===== src/verilog/diopl_regs.svh =====
// Overview of operation
// (RULE1) Scanner samples every channel each 20 ms into a history array.
// (RULE2) Input point evaluates every 250 ms, producing raw and coded values.
// (RULE3) A change passes only after the configured count of agreeing samples; the code caps counts above 8 at the history depth of 8.
// (RULE4) Filter works on stored history; raw value uses filtered samples only.
// (RULE5) Sixteen-channel input point: raw is the whole word, coded is undefined.
// (RULE6) Driven output channels are read back through the scanner path.
// (RULE7) Output point first channel lies in 1-32, start of a consecutive run.
// (RULE8) Output point covers 0 to 8 consecutive channels; the 4-bit count field allows up to 15.
// (RULE9) Inactive code deactivates the output, active code activates it.
// (RULE10) Nonzero pulse ends activation after that many tenths; zero holds it.
// (RULE11) Output changes only on command, never by periodic evaluation.
// (RULE12) On link loss with watchdog present, output takes the fallback value.
// (RULE13) Without a watchdog, going offline leaves the output unchanged.
// (RULE14) Reporting high, low or off; high first; output default is off.
// (RULE15) Nonzero max interval up to 255 s forces a report while enabled.
// (RULE16) Output status byte: 0 no error, 3 config change, 4 checksum error.
// (RULE17) A CRC-16 is kept over each point's static configuration.
// (RULE18) Invert set treats contacts as normally closed, else normally open.
// (RULE19) Latching toggles the input value on each sensed closure.
// (RULE20) Input status byte reports 6 for a change not yet through the filter.
// (RULE21) Activate during a pulse restarts the pulse from full duration.
`ifndef DIOPL_REGS_SVH
`define DIOPL_REGS_SVH

`define DIOPL_CLK_KHZ        50000
`define DIOPL_SCAN_MS        20
`define DIOPL_EVAL_MS        250
`define DIOPL_TENTH_MS       100
`define DIOPL_SCAN_CYC       (`DIOPL_SCAN_MS * `DIOPL_CLK_KHZ)
`define DIOPL_EVAL_CYC       (`DIOPL_EVAL_MS * `DIOPL_CLK_KHZ)
`define DIOPL_TENTH_CYC      (`DIOPL_TENTH_MS * `DIOPL_CLK_KHZ)
`define DIOPL_TENTHS_PER_SEC 4'hA

`define DIOPL_OFF_DI_CFG     8'h00
`define DIOPL_OFF_DI_VAL     8'h04
`define DIOPL_OFF_DI_CRC     8'h08
`define DIOPL_OFF_DO_CFG     8'h0C
`define DIOPL_OFF_DO_CODES   8'h10
`define DIOPL_OFF_DO_CMD     8'h14
`define DIOPL_OFF_DO_VAL     8'h18
`define DIOPL_OFF_DO_CRC     8'h1C
`define DIOPL_OFF_COS_NEXT   8'h20

// DI_CFG: [5:0] channel, [10:6] count, [14:11] filter, [15] invert,
// [16] latch, [18:17] report, [26:19] max interval
`define DIOPL_DI_CFG_RST     32'h01E4_1041
// DO_CFG: [5:0] channel, [9:6] count, [10] contact sense, [12:11] report,
// [20:13] max interval, [28:21] pulse
`define DIOPL_DO_CFG_RST     32'h0000_0041
// DO_CODES: [7:0] inactive, [15:8] active, [23:16] fallback, [24] watchdog
`define DIOPL_DO_CODES_RST   32'h0000_0100

`define DIOPL_ST_OK          8'h00
`define DIOPL_ST_CFG_CHG     8'h03
`define DIOPL_ST_CRC_ERR     8'h04
`define DIOPL_ST_UNFILT      8'h06
`define DIOPL_CODE_UNDEF     8'hFF
`define DIOPL_CRC_POLY       16'h8005
`define DIOPL_CRC_INIT       16'hFFFF
`define DIOPL_HIST_DEPTH     8
`define DIOPL_DI_MAX_CH      5'h10

`endif


===== src/verilog/diopl_pkg.sv =====
package diopl_pkg;

  typedef enum logic [1:0] {
    REP_OFF  = 2'h0,
    REP_LOW  = 2'h1,
    REP_HIGH = 2'h2
  } diopl_report_type;

  typedef struct packed {
    logic [4:0]       spare;
    logic [7:0]       max_interval;
    diopl_report_type report;
    logic             latch;
    logic             invert;
    logic [3:0]       filter;
    logic [4:0]       channel_count;
    logic [5:0]       channel;
  } diopl_di_cfg_type;

  typedef struct packed {
    logic [2:0]       spare;
    logic [7:0]       pulse;
    logic [7:0]       max_interval;
    diopl_report_type report;
    logic             output_contact_sense;
    logic [3:0]       channel_count;
    logic [5:0]       channel;
  } diopl_do_cfg_type;

  typedef struct packed {
    logic [6:0] spare;
    logic       comm_watchdog;
    logic [7:0] link_loss_fallback;
    logic [7:0] active_code;
    logic [7:0] inactive_code;
  } diopl_do_codes_type;

  typedef enum logic [2:0] {
    DO_OFF   = 3'b001,
    DO_ON    = 3'b010,
    DO_PULSE = 3'b100
  } diopl_do_state_type;

endpackage


===== src/verilog/diopl_top.sv =====
`timescale 1ns/1ns
`default_nettype none
`include "diopl_regs.svh"

module diopl_top #(
  parameter int SCAN_CYC  = `DIOPL_SCAN_CYC,
  parameter int EVAL_CYC  = `DIOPL_EVAL_CYC,
  parameter int TENTH_CYC = `DIOPL_TENTH_CYC
) (
  // Clock and reset
  input  wire logic        SYS_CLK,
  input  wire logic        RSTN,
  // APB slave
  input  wire logic        PSEL,
  input  wire logic        PENABLE,
  input  wire logic        PWRITE,
  input  wire logic [7:0]  PADDR,
  input  wire logic [31:0] PWDATA,
  output logic      [31:0] PRDATA,
  output logic             PREADY,
  output logic             PSLVERR,
  // Field channels
  input  wire logic [31:0] DIN,
  output logic      [31:0] DOUT,
  output logic      [31:0] DOUT_EN,
  // Link supervision and reporting
  input  wire logic        COMM_LOST,
  output logic      [1:0]  COS_PENDING
);

  ////////////////////////////////////////////////////////////////////////////
  function automatic logic [15:0] crc16(input logic [31:0] d);
    logic [15:0] c;
    c = `DIOPL_CRC_INIT;
    for (int i = 31; i >= 0; i--) begin
      c = {c[14:0], 1'b0} ^ ((c[15] ^ d[i]) ? `DIOPL_CRC_POLY : 16'h0000);
    end
    return c;
  endfunction

  // Channels are numbered from 1; channel 0 is treated as 1
  function automatic logic [31:0] chan_mask(input logic [5:0] ch, input logic [4:0] n);
    logic [63:0] m;
    m = ((64'h1 << n) - 64'h1) << ((ch == 6'h00) ? 6'h00 : ch - 6'h01);
    return m[31:0];
  endfunction

  ////////////////////////////////////////////////////////////////////////////
  diopl_pkg::diopl_di_cfg_type   di_cfg_r;
  diopl_pkg::diopl_do_cfg_type   do_cfg_r;
  diopl_pkg::diopl_do_codes_type do_codes_r;
  diopl_pkg::diopl_do_state_type do_state_r;
  logic [31:0] prdata_r;
  logic        pslverr_r;
  logic [15:0] di_crc_r;
  logic [15:0] do_crc_r;
  logic        di_chg_r;
  logic        do_chg_r;
  logic        apb_wr;
  logic        apb_rd;
  logic        addr_ok;
  logic [31:0] rd_mux;

  assign apb_wr  = PSEL & PENABLE & PWRITE;
  assign apb_rd  = PSEL & PENABLE & ~PWRITE;
  assign PREADY  = 1'b1;
  assign PRDATA  = prdata_r;
  assign PSLVERR = pslverr_r;

  always_comb begin
    case (PADDR)
      `DIOPL_OFF_DI_CFG, `DIOPL_OFF_DI_VAL, `DIOPL_OFF_DI_CRC, `DIOPL_OFF_DO_CFG,
      `DIOPL_OFF_DO_CODES, `DIOPL_OFF_DO_CMD, `DIOPL_OFF_DO_VAL, `DIOPL_OFF_DO_CRC,
      `DIOPL_OFF_COS_NEXT: addr_ok = 1'b1;
      default: addr_ok = 1'b0;
    endcase
  end

  // Configuration registers; each write also refreshes the stored checksum
  always_ff @(posedge SYS_CLK or negedge RSTN) begin
    if (!RSTN) begin
      di_cfg_r   <= `DIOPL_DI_CFG_RST;
      do_cfg_r   <= `DIOPL_DO_CFG_RST;
      do_codes_r <= `DIOPL_DO_CODES_RST;
      di_crc_r   <= crc16(`DIOPL_DI_CFG_RST);
      do_crc_r   <= crc16(`DIOPL_DO_CFG_RST ^ `DIOPL_DO_CODES_RST);
    end else if (apb_wr) begin
      if (PADDR == `DIOPL_OFF_DI_CFG) begin
        di_cfg_r <= PWDATA;
        di_crc_r <= crc16(PWDATA); // see (RULE17)
      end
      if (PADDR == `DIOPL_OFF_DO_CFG) begin
        do_cfg_r <= PWDATA;
        do_crc_r <= crc16(PWDATA ^ do_codes_r); // see (RULE17)
      end
      if (PADDR == `DIOPL_OFF_DO_CODES) begin
        do_codes_r <= PWDATA;
        do_crc_r   <= crc16(do_cfg_r ^ PWDATA); // see (RULE17)
      end
    end
  end

  // Config-change flags clear when the point's value register is read; a write wins
  always_ff @(posedge SYS_CLK or negedge RSTN) begin
    if (!RSTN) begin
      di_chg_r <= 1'b0;
      do_chg_r <= 1'b0;
    end else begin
      if (apb_wr && PADDR == `DIOPL_OFF_DI_CFG)
        di_chg_r <= 1'b1;
      else if (apb_rd && PADDR == `DIOPL_OFF_DI_VAL)
        di_chg_r <= 1'b0;
      if (apb_wr && (PADDR == `DIOPL_OFF_DO_CFG || PADDR == `DIOPL_OFF_DO_CODES))
        do_chg_r <= 1'b1;
      else if (apb_rd && PADDR == `DIOPL_OFF_DO_VAL)
        do_chg_r <= 1'b0;
    end
  end

  ////////////////////////////////////////////////////////////////////////////
  // Time base
  logic [31:0] scan_cnt_r;
  logic [31:0] eval_cnt_r;
  logic [31:0] tenth_cnt_r;
  logic [3:0]  sec_cnt_r;
  logic        scan_tick;
  logic        eval_tick;
  logic        tenth_tick;
  logic        sec_tick;

  assign scan_tick  = scan_cnt_r == 32'(SCAN_CYC - 1);
  assign eval_tick  = eval_cnt_r == 32'(EVAL_CYC - 1);
  assign tenth_tick = tenth_cnt_r == 32'(TENTH_CYC - 1);
  assign sec_tick   = tenth_tick && sec_cnt_r == `DIOPL_TENTHS_PER_SEC - 4'h1;

  always_ff @(posedge SYS_CLK or negedge RSTN) begin
    if (!RSTN) begin
      scan_cnt_r  <= 32'h0000_0000;
      eval_cnt_r  <= 32'h0000_0000;
      tenth_cnt_r <= 32'h0000_0000;
      sec_cnt_r   <= 4'h0;
    end else begin
      scan_cnt_r  <= scan_tick ? 32'h0000_0000 : scan_cnt_r + 32'h1;
      eval_cnt_r  <= eval_tick ? 32'h0000_0000 : eval_cnt_r + 32'h1;
      tenth_cnt_r <= tenth_tick ? 32'h0000_0000 : tenth_cnt_r + 32'h1;
      if (tenth_tick)
        sec_cnt_r <= sec_tick ? 4'h0 : sec_cnt_r + 4'h1;
    end
  end

  ////////////////////////////////////////////////////////////////////////////
  // Scanner and filter
  logic [31:0] hist_r [`DIOPL_HIST_DEPTH];
  logic [31:0] sample;
  logic [31:0] agree;
  logic [31:0] filt_r;
  logic [31:0] cond_prev_r;
  logic [31:0] latched_r;
  logic [31:0] cond;
  logic [31:0] di_vec;
  logic [31:0] di_mask;
  logic [31:0] di_shift;
  logic [15:0] di_low;
  logic [15:0] di_raw_nxt;
  logic [15:0] di_raw_r;
  logic [7:0]  di_coded;
  logic        unfilt_r;
  logic [3:0]  flt;

  // Driven channels read back their own drive instead of the pin
  assign sample = (DIN & ~DOUT_EN) | (DOUT & DOUT_EN); // see (RULE6)

  always_ff @(posedge SYS_CLK or negedge RSTN) begin
    if (!RSTN) begin
      for (int k = 0; k < `DIOPL_HIST_DEPTH; k++)
        hist_r[k] <= 32'h0000_0000;
    end else if (scan_tick) begin
      hist_r[0] <= sample; // see (RULE1)
      for (int k = 1; k < `DIOPL_HIST_DEPTH; k++)
        hist_r[k] <= hist_r[k-1];
    end
  end

  // Filter of 0 behaves as 1; the history caps it at its depth
  assign flt = (di_cfg_r.filter == 4'h0) ? 4'h1 :
               (di_cfg_r.filter > 4'h8) ? 4'h8 : di_cfg_r.filter;

  for (genvar j = 0; j < 32; j++) begin : g_agree
    always_comb begin
      agree[j] = 1'b1;
      for (int k = 1; k < `DIOPL_HIST_DEPTH; k++)
        if (k < flt && hist_r[k][j] != hist_r[0][j])
          agree[j] = 1'b0; // see (RULE3)
    end
  end

  assign cond       = filt_r ^ {32{di_cfg_r.invert}}; // see (RULE18)
  assign di_vec     = di_cfg_r.latch ? latched_r : cond;
  assign di_mask    = chan_mask(di_cfg_r.channel, di_cfg_r.channel_count);
  assign di_shift   = di_vec >> ((di_cfg_r.channel == 6'h00) ? 6'h00 : di_cfg_r.channel - 6'h01);
  assign di_low     = (di_cfg_r.channel_count >= `DIOPL_DI_MAX_CH) ? 16'hFFFF :
                      16'((17'h1 << di_cfg_r.channel_count) - 17'h1);
  assign di_raw_nxt = di_shift[15:0] & di_low; // see (RULE4)
  assign di_coded   = (di_cfg_r.channel_count >= `DIOPL_DI_MAX_CH) ?
                      `DIOPL_CODE_UNDEF : {6'h00, di_raw_r[1:0]}; // see (RULE5)

  always_ff @(posedge SYS_CLK or negedge RSTN) begin
    if (!RSTN) begin
      filt_r   <= 32'h0000_0000;
      unfilt_r <= 1'b0;
    end else if (eval_tick) begin
      filt_r   <= (hist_r[0] & agree) | (filt_r & ~agree); // see (RULE3)
      unfilt_r <= |(di_mask & ~agree & (hist_r[0] ^ filt_r)); // see (RULE20)
    end
  end

  // Latch toggles on a rising edge of the sense-adjusted value
  always_ff @(posedge SYS_CLK or negedge RSTN) begin
    if (!RSTN) begin
      cond_prev_r <= 32'h0000_0000;
      latched_r   <= 32'h0000_0000;
      di_raw_r    <= 16'h0000;
    end else begin
      cond_prev_r <= cond;
      latched_r   <= latched_r ^ (cond & ~cond_prev_r); // see (RULE19)
      if (eval_tick)
        di_raw_r <= di_raw_nxt; // see (RULE2)
    end
  end

  ////////////////////////////////////////////////////////////////////////////
  // Output point
  logic [7:0]  pulse_r;
  logic        lost_prev_r;
  logic        cmd_wr;
  logic        lost_rise;
  logic        do_go_on;
  logic        do_go_off;
  logic [7:0]  do_code;
  logic        do_active;
  logic [31:0] do_mask;
  logic [7:0]  do_raw;

  assign cmd_wr    = apb_wr && PADDR == `DIOPL_OFF_DO_CMD;
  assign lost_rise = COMM_LOST && !lost_prev_r && do_codes_r.comm_watchdog; // see (RULE13)
  assign do_code   = lost_rise ? do_codes_r.link_loss_fallback : PWDATA[7:0]; // see (RULE12)
  assign do_go_on  = (cmd_wr || lost_rise) && do_code == do_codes_r.active_code; // see (RULE9)
  assign do_go_off = (cmd_wr || lost_rise) && do_code == do_codes_r.inactive_code;
  assign do_active = do_state_r != diopl_pkg::DO_OFF;
  assign do_mask   = chan_mask(do_cfg_r.channel, {1'b0, do_cfg_r.channel_count}); // see (RULE7)
  assign do_raw    = do_active ? 8'((9'h001 << do_cfg_r.channel_count) - 9'h001) : 8'h00;

  always_ff @(posedge SYS_CLK or negedge RSTN) begin
    if (!RSTN)
      lost_prev_r <= 1'b0;
    else
      lost_prev_r <= COMM_LOST;
  end

  // Driven only by commands or link loss; the pulse timer is the only self-change
  always_ff @(posedge SYS_CLK or negedge RSTN) begin
    if (!RSTN) begin
      do_state_r <= diopl_pkg::DO_OFF;
      pulse_r    <= 8'h00;
    end else if (do_go_on) begin
      pulse_r    <= do_cfg_r.pulse; // see (RULE21)
      do_state_r <= (do_cfg_r.pulse != 8'h00) ? diopl_pkg::DO_PULSE : diopl_pkg::DO_ON; // see (RULE11)
    end else if (do_go_off) begin
      do_state_r <= diopl_pkg::DO_OFF;
    end else begin
      case (do_state_r)
        diopl_pkg::DO_PULSE: begin
          if (tenth_tick) begin
            pulse_r <= pulse_r - 8'h01;
            if (pulse_r <= 8'h01)
              do_state_r <= diopl_pkg::DO_OFF; // see (RULE10)
          end
        end
        diopl_pkg::DO_ON,
        diopl_pkg::DO_OFF: do_state_r <= do_state_r;
        default: do_state_r <= diopl_pkg::DO_OFF;
      endcase
    end
  end

  // Channel count field limits the run to 0-15 channels
  always_ff @(posedge SYS_CLK or negedge RSTN) begin
    if (!RSTN) begin
      DOUT    <= 32'h0000_0000;
      DOUT_EN <= 32'h0000_0000;
    end else begin
      DOUT    <= do_mask & {32{do_active ^ do_cfg_r.output_contact_sense}}; // see (RULE8)
      DOUT_EN <= do_mask;
    end
  end

  ////////////////////////////////////////////////////////////////////////////
  // Change-of-state reporting
  logic [1:0] pend_r;
  logic [7:0] di_age_r;
  logic [7:0] do_age_r;
  logic       do_prev_r;
  logic [1:0] pend_set;
  logic [1:0] pend_clr;
  logic       di_rep;
  logic       do_rep;
  logic       di_max;
  logic       do_max;
  logic       pick_do;
  logic       cos_rd;

  assign di_rep  = di_cfg_r.report != diopl_pkg::REP_OFF;
  assign do_rep  = do_cfg_r.report != diopl_pkg::REP_OFF; // see (RULE14)
  assign di_max  = sec_tick && di_cfg_r.max_interval != 8'h00 &&
                   di_age_r + 8'h01 >= di_cfg_r.max_interval; // see (RULE15)
  assign do_max  = sec_tick && do_cfg_r.max_interval != 8'h00 &&
                   do_age_r + 8'h01 >= do_cfg_r.max_interval;
  assign pend_set[0] = di_rep && ((eval_tick && di_raw_nxt != di_raw_r) || di_max);
  assign pend_set[1] = do_rep && (do_active != do_prev_r || do_max);
  // High priority first; equal priority favours the input point
  assign pick_do = pend_r[1] && (!pend_r[0] || (do_cfg_r.report == diopl_pkg::REP_HIGH &&
                   di_cfg_r.report != diopl_pkg::REP_HIGH)); // see (RULE14)
  assign cos_rd  = apb_rd && PADDR == `DIOPL_OFF_COS_NEXT;
  assign pend_clr = cos_rd ? (pick_do ? 2'b10 : {1'b0, pend_r[0]}) : 2'b00;
  assign COS_PENDING = pend_r;

  // New events win over a clear in the same cycle
  always_ff @(posedge SYS_CLK or negedge RSTN) begin
    if (!RSTN) begin
      pend_r    <= 2'b00;
      do_prev_r <= 1'b0;
      di_age_r  <= 8'h00;
      do_age_r  <= 8'h00;
    end else begin
      pend_r    <= ((pend_r & ~pend_clr) | pend_set) & {do_rep, di_rep};
      do_prev_r <= do_active;
      if (pend_set[0] || pend_clr[0])
        di_age_r <= 8'h00;
      else if (sec_tick && di_age_r != 8'hFF)
        di_age_r <= di_age_r + 8'h01;
      if (pend_set[1] || pend_clr[1])
        do_age_r <= 8'h00;
      else if (sec_tick && do_age_r != 8'hFF)
        do_age_r <= do_age_r + 8'h01;
    end
  end

  ////////////////////////////////////////////////////////////////////////////
  // Read data is captured in the setup cycle, so there are no wait states
  logic [7:0] di_st;
  logic [7:0] do_st;

  assign di_st = (crc16(di_cfg_r) != di_crc_r) ? `DIOPL_ST_CRC_ERR :
                 di_chg_r ? `DIOPL_ST_CFG_CHG :
                 unfilt_r ? `DIOPL_ST_UNFILT : `DIOPL_ST_OK; // see (RULE20)
  assign do_st = (crc16(do_cfg_r ^ do_codes_r) != do_crc_r) ? `DIOPL_ST_CRC_ERR :
                 do_chg_r ? `DIOPL_ST_CFG_CHG : `DIOPL_ST_OK; // see (RULE16)

  always_comb begin
    case (PADDR)
      `DIOPL_OFF_DI_CFG:   rd_mux = di_cfg_r;
      `DIOPL_OFF_DI_VAL:   rd_mux = {di_st, di_coded, di_raw_r};
      `DIOPL_OFF_DI_CRC:   rd_mux = {16'h0000, di_crc_r};
      `DIOPL_OFF_DO_CFG:   rd_mux = do_cfg_r;
      `DIOPL_OFF_DO_CODES: rd_mux = do_codes_r;
      `DIOPL_OFF_DO_VAL:   rd_mux = {8'h00, do_st, 7'h00, do_active, do_raw};
      `DIOPL_OFF_DO_CRC:   rd_mux = {16'h0000, do_crc_r};
      `DIOPL_OFF_COS_NEXT: rd_mux = {30'h0000_0000, pick_do, |pend_r};
      default:             rd_mux = 32'h0000_0000;
    endcase
  end

  always_ff @(posedge SYS_CLK or negedge RSTN) begin
    if (!RSTN) begin
      prdata_r  <= 32'h0000_0000;
      pslverr_r <= 1'b0;
    end else if (PSEL && !PENABLE) begin
      prdata_r  <= PWRITE ? 32'h0000_0000 : rd_mux;
      pslverr_r <= !addr_ok;
    end
  end

endmodule

`default_nettype wire


===== config.mk =====
export PLATFORM = sky130hd
export DESIGN_NAME = diopl_top
export DESIGN_NICKNAME = d
export VERILOG_FILES = /design/src/verilog/diopl_pkg.sv /design/src/verilog/diopl_top.sv
export VERILOG_INCLUDE_DIRS = /design/src /design/src/verilog
export SDC_FILE = /design/constraint.sdc
export NUM_CORES = 2
export LEC_CHECK = 0
export CAP_MARGIN = 20
export CORE_MARGIN = 2
export CORE_UTILIZATION = 55
export CTS_BUF_LIST = sky130_fd_sc_hd__clkbuf_16
export CTS_CLUSTER_SIZE = 25
export DETAILED_ROUTE_END_ITERATION = 7
export DONT_BUFFER_PORTS = 1
export PLACE_DENSITY = 0.73
export SETUP_SLACK_MARGIN = 0.05
export SLEW_MARGIN = 15
export SYNTH_ARGS = -nofsm -noshare
export SYNTH_HDL_FRONTEND = slang
export SYNTH_SLANG_ARGS = --single-unit

===== constraint.sdc =====
create_clock -name SYS_CLK -period 4.53 [get_ports SYS_CLK]
set_clock_uncertainty 0.1 [all_clocks]
set_input_delay 0.453 -clock SYS_CLK [delete_from_list [all_inputs] [get_ports SYS_CLK]]
set_output_delay 0.453 -clock SYS_CLK [all_outputs]
set_load 0.01 [all_outputs]

==> impl_metrics.json <==
{
  "reg2reg_slack_ps": 150,
  "n_fill_cell": 6767,
  "synth_top_cell_by_area": "dfrtp_1",
  "cts_buffer_depth": 3,
  "layout_common_cells": "dfrtp_1, xnor2_1, nand2_1, mux2_2, nor2_1",
  "p_seq_share_pct": 42.6,
  "ant_nets": 0,
  "hold_viol": 0,
  "cp_top_family": "simple AND/OR/NAND/NOR gates",
  "regArea_mm2": 0.01823,
  "finalCriticalPeriod_ps": 4379,
  "cts-htree-levels": 3,
  "grt_pass1_vias": 38605,
  "cp.arrival_ps": 4870,
  "comb_power_share_pct": 17.1,
  "final_common_cell": "dfrtp_1",
  "grt_overflow": 0,
  "grt_pass1_wl_mm": 246.4,
  "drv_slew": 0,
  "ios": 178,
  "path_buf_inv": 5,
  "max_cap_violations": 0,
  "clkSinkCount": 727,
  "drtIter0Drc": 4957,
  "endpoint_kind": "register",
  "ys_top_cells_by_area": "dfrtp_1, mux2_2, xnor2_1, xor2_1, o21ai_0",
  "largest_register_ffs": 256,
  "cp_slowest_cell": "or4_4",
  "grt_usage_pct": 37.78,
  "rows": 105,
  "rsz0062_at_grt": "true",
  "antenna_found_initial": 7,
  "ys_seq_area_share_pct": 39.77,
  "dieArea_mm2": 0.08566,
  "synthFlopType": "dfrtp_1",
  "cp_slowest_stage_delay_ps": 580,
  "swShare_pct": 28.97,
  "crit_required_ps": 5020,
  "grt_max_degree": 728,
  "max_slew_margin_pct": 18.99,
  "die_y_um": 292.7,
  "switching_power_mw": 4.680,
  "drt-total-wl_mm": 164.0,
  "dr.pass1.iters": 8,
  "syn_inst": 4784,
  "worstSetupPathType": "register to register",
  "syn2layout_area_growth_pct": 13.66,
  "drive_gt1_share_pct": 18.47,
  "start_util_pct": 55.73,
  "synth_top_area_share_pct": 38.22,
  "clock_power_share_pct": 40.3,
  "intPower_mw": 11.47,
  "numCtsBuffers": 80,
  "clock.fmax_ghz": 0.2283,
  "syn_nets": 4898,
  "ys_ff_latch": 727,
  "routedWlPerCell_um": 27.03,
  "core_area_mm2": 0.08224,
  "ir_drop_uv": 313.5,
  "status": "complete, no violations",
  "largest-register": "hist_r",
  "final_nets": 5045,
  "multi_input_area_mm2": 0.02638,
  "dpl.hpwl_mm": 117.8,
  "crit_chain": "inv_2 -> ha_4 -> or4b_4 -> buf_8 -> o21ai_4 -> buf_6 -> buf_4 -> mux2i_1 -> o22ai_1 -> o21a_1 -> o41ai_2 -> o211ai_1 -> or4_4 -> nor4_4 -> a31oi_4 -> buf_6 -> nor2_1",
  "insertion_delay_ps": 670,
  "fp.dieW_um": 292.7,
  "synth_warnings": 0,
  "syn-cell-area_mm2": 0.04583,
  "syn_avg_cell_area_um2": 9.581,
  "finalSetupTns_ps": 0,
  "worstSetupStartpointType": "register",
  "synth_cell_types": 100,
  "clkTransAtPathRegs_ps": 70,
  "post-route-util_pct": 63.34,
  "async_flop_share_pct": 100.0,
  "worst-path-max-fanout": 7,
  "worstHoldPathType": "input port to register",
  "finalSetupViolCount": 0,
  "crit_top_cell": "buf_6",
  "p_total_mw": 16.15,
  "synth_edf_count": 0,
  "remaining_drc_errors": 0,
  "viasPerCell": 6.626,
  "worst_slew_pin_slew_ps": 1204,
  "power.leakage_nw": 23.53,
  "vias": 40209,
  "cts-root-buf": "clkbuf_16",
  "routabilityCongestion": 1.016,
  "port_buffers": 0,
  "fin_crit_sh_pct": 96.67,
  "powerDensity_mw_per_mm2": 310.1,
  "cts_tree": "built"
}
stage by stage:
stage / worst slack, ps / instance area [um^2] / hold slack (ps) / instances
5_1_grt: 50.65 / 52090 / 35.90 / 6066
2_1_floorplan: 63.21 / 45840 / 57.41 / 4784
6_report: 150.7 / 52090 / 13.54 / 6068
3_3_place_gp: 15.14 / 48500 / 97.37 / 5845
3_5_place_dp: 4.931 / 48500 / 101.5 / 5845
4_1_cts: 54.23 / 51750 / -604.4 / 6056
logic make-up (layout without fill, tap and decap cells):
group / after synthesis / in the layout / synth area share, %
xor gates and xnor gates: 649 / 649 / 13.19
buffers and inverters: 376 / 588 / 3.289
muxes: 487 / 487 / 11.74
and+or+nand+nor: 1332 / 1332 / 13.84
other: 1 / 3 / 0.008182
DFF: 727 / 727 / 39.77
adders and majority gates: 37 / 37 / 1.005
AOI/OAI and AO/OA: 1175 / 1175 / 17.16
area by class of cell:
class                      instances  share of cell area (%)
multi-input combinational       3681                   50.63
sequential                       727                   34.99
timing repair buffer             388                   6.444
clock buffer                      82                   3.939
tap                             1070                   2.570
clock inverter                    65                   1.030
inverter                          53                  0.3819
antenna                            2                0.009607
worst reg2reg max path, stage by stage, from the launching register on:
cell,delay [ps]
dfrtp_1,390
inv_2,80
ha_4,140
or4b_4,500
buf_8,160
o21ai_4,210
buf_6,150
buf_4,120
mux2i_1,240
o22ai_1,130
o21a_1,240
o41ai_2,340
o211ai_1,170
or4_4,580
nor4_4,290
a31oi_4,180
buf_6,170
nor2_1,100
what timing repair did:
item,in CTS,in global routing
resized for setup,5,35
setup endpoints to repair,7,11
setup buffers,0,4
endpoints found under the hold margin,860,351
hold buffers,64,2
pin swaps,0,7
synthesized netlist by cell type, types with 24 or more instances:
master,n
a31oi_1,42
o22ai_1,41
and3_1,42
and2_1,24
nor4_1,42
o31ai_1,31
a211oi_1,43
mux2i_1,117
xor2_1,209
dfstp_2,27
nand2_1,398
a22o_1,43
buf_1,35
or3_1,31
nand2b_1,67
a221oi_1,32
a22oi_1,58
mux2_2,366
buf_2,26
o211ai_1,58
nor2b_1,39
nand3_1,134
nand4_1,28
a21o_1,35
a21oi_1,234
ha_1,36
o21ai_0,315
xnor2_1,414
nor2_1,360
dfrtp_1,700
clkbuf_1,251
nor3_1,84
inv_1,49
layer usage:
layer	vias to the layer above	track usage [%]	share of wire, %
met5	-	0	0.030
met2	2279	56.28	43
met4	8	17.90	5.5
li1	17608	-	-
met3	520	8.536	11
met1	19794	52.26	41
power groups by stage:
stage	Sequential [mW]	Combinational (mW)	Clock, mW
6_report	6.88	2.75	6.52
5_1_grt	6.89	2.93	6.87
4_1_cts	6.88	2.52	6.60
3_5_place_dp	6.99	2.43	0
3_3_place_gp	6.99	2.42	0
2_1_floorplan	6.91	1.75	0
path summary, 6_finish.rpt:
path	depth (start not counted)	startpoint	to
setup / recovery	17	di_cfg_r[1]$_DFFE_PN0P_	di_age_r[4]$_DFFE_PN0P_
hold / removal	3	PWDATA[6]	do_crc_r[7]$_DFFE_PN1P_
setup reg to reg	17	di_cfg_r[1]$_DFFE_PN0P_	di_age_r[4]$_DFFE_PN0P_
hold reg to reg	1	latched_r[29]$_DFF_PN0_	latched_r[29]$_DFF_PN0_
max in group asynchronous	4	RSTN	do_cfg_r[16]$_DFFE_PN0P_
min in group asynchronous	2	RSTN	hist_r[35]$_DFFE_PN0N_
(Power assumes the default switching activity.)
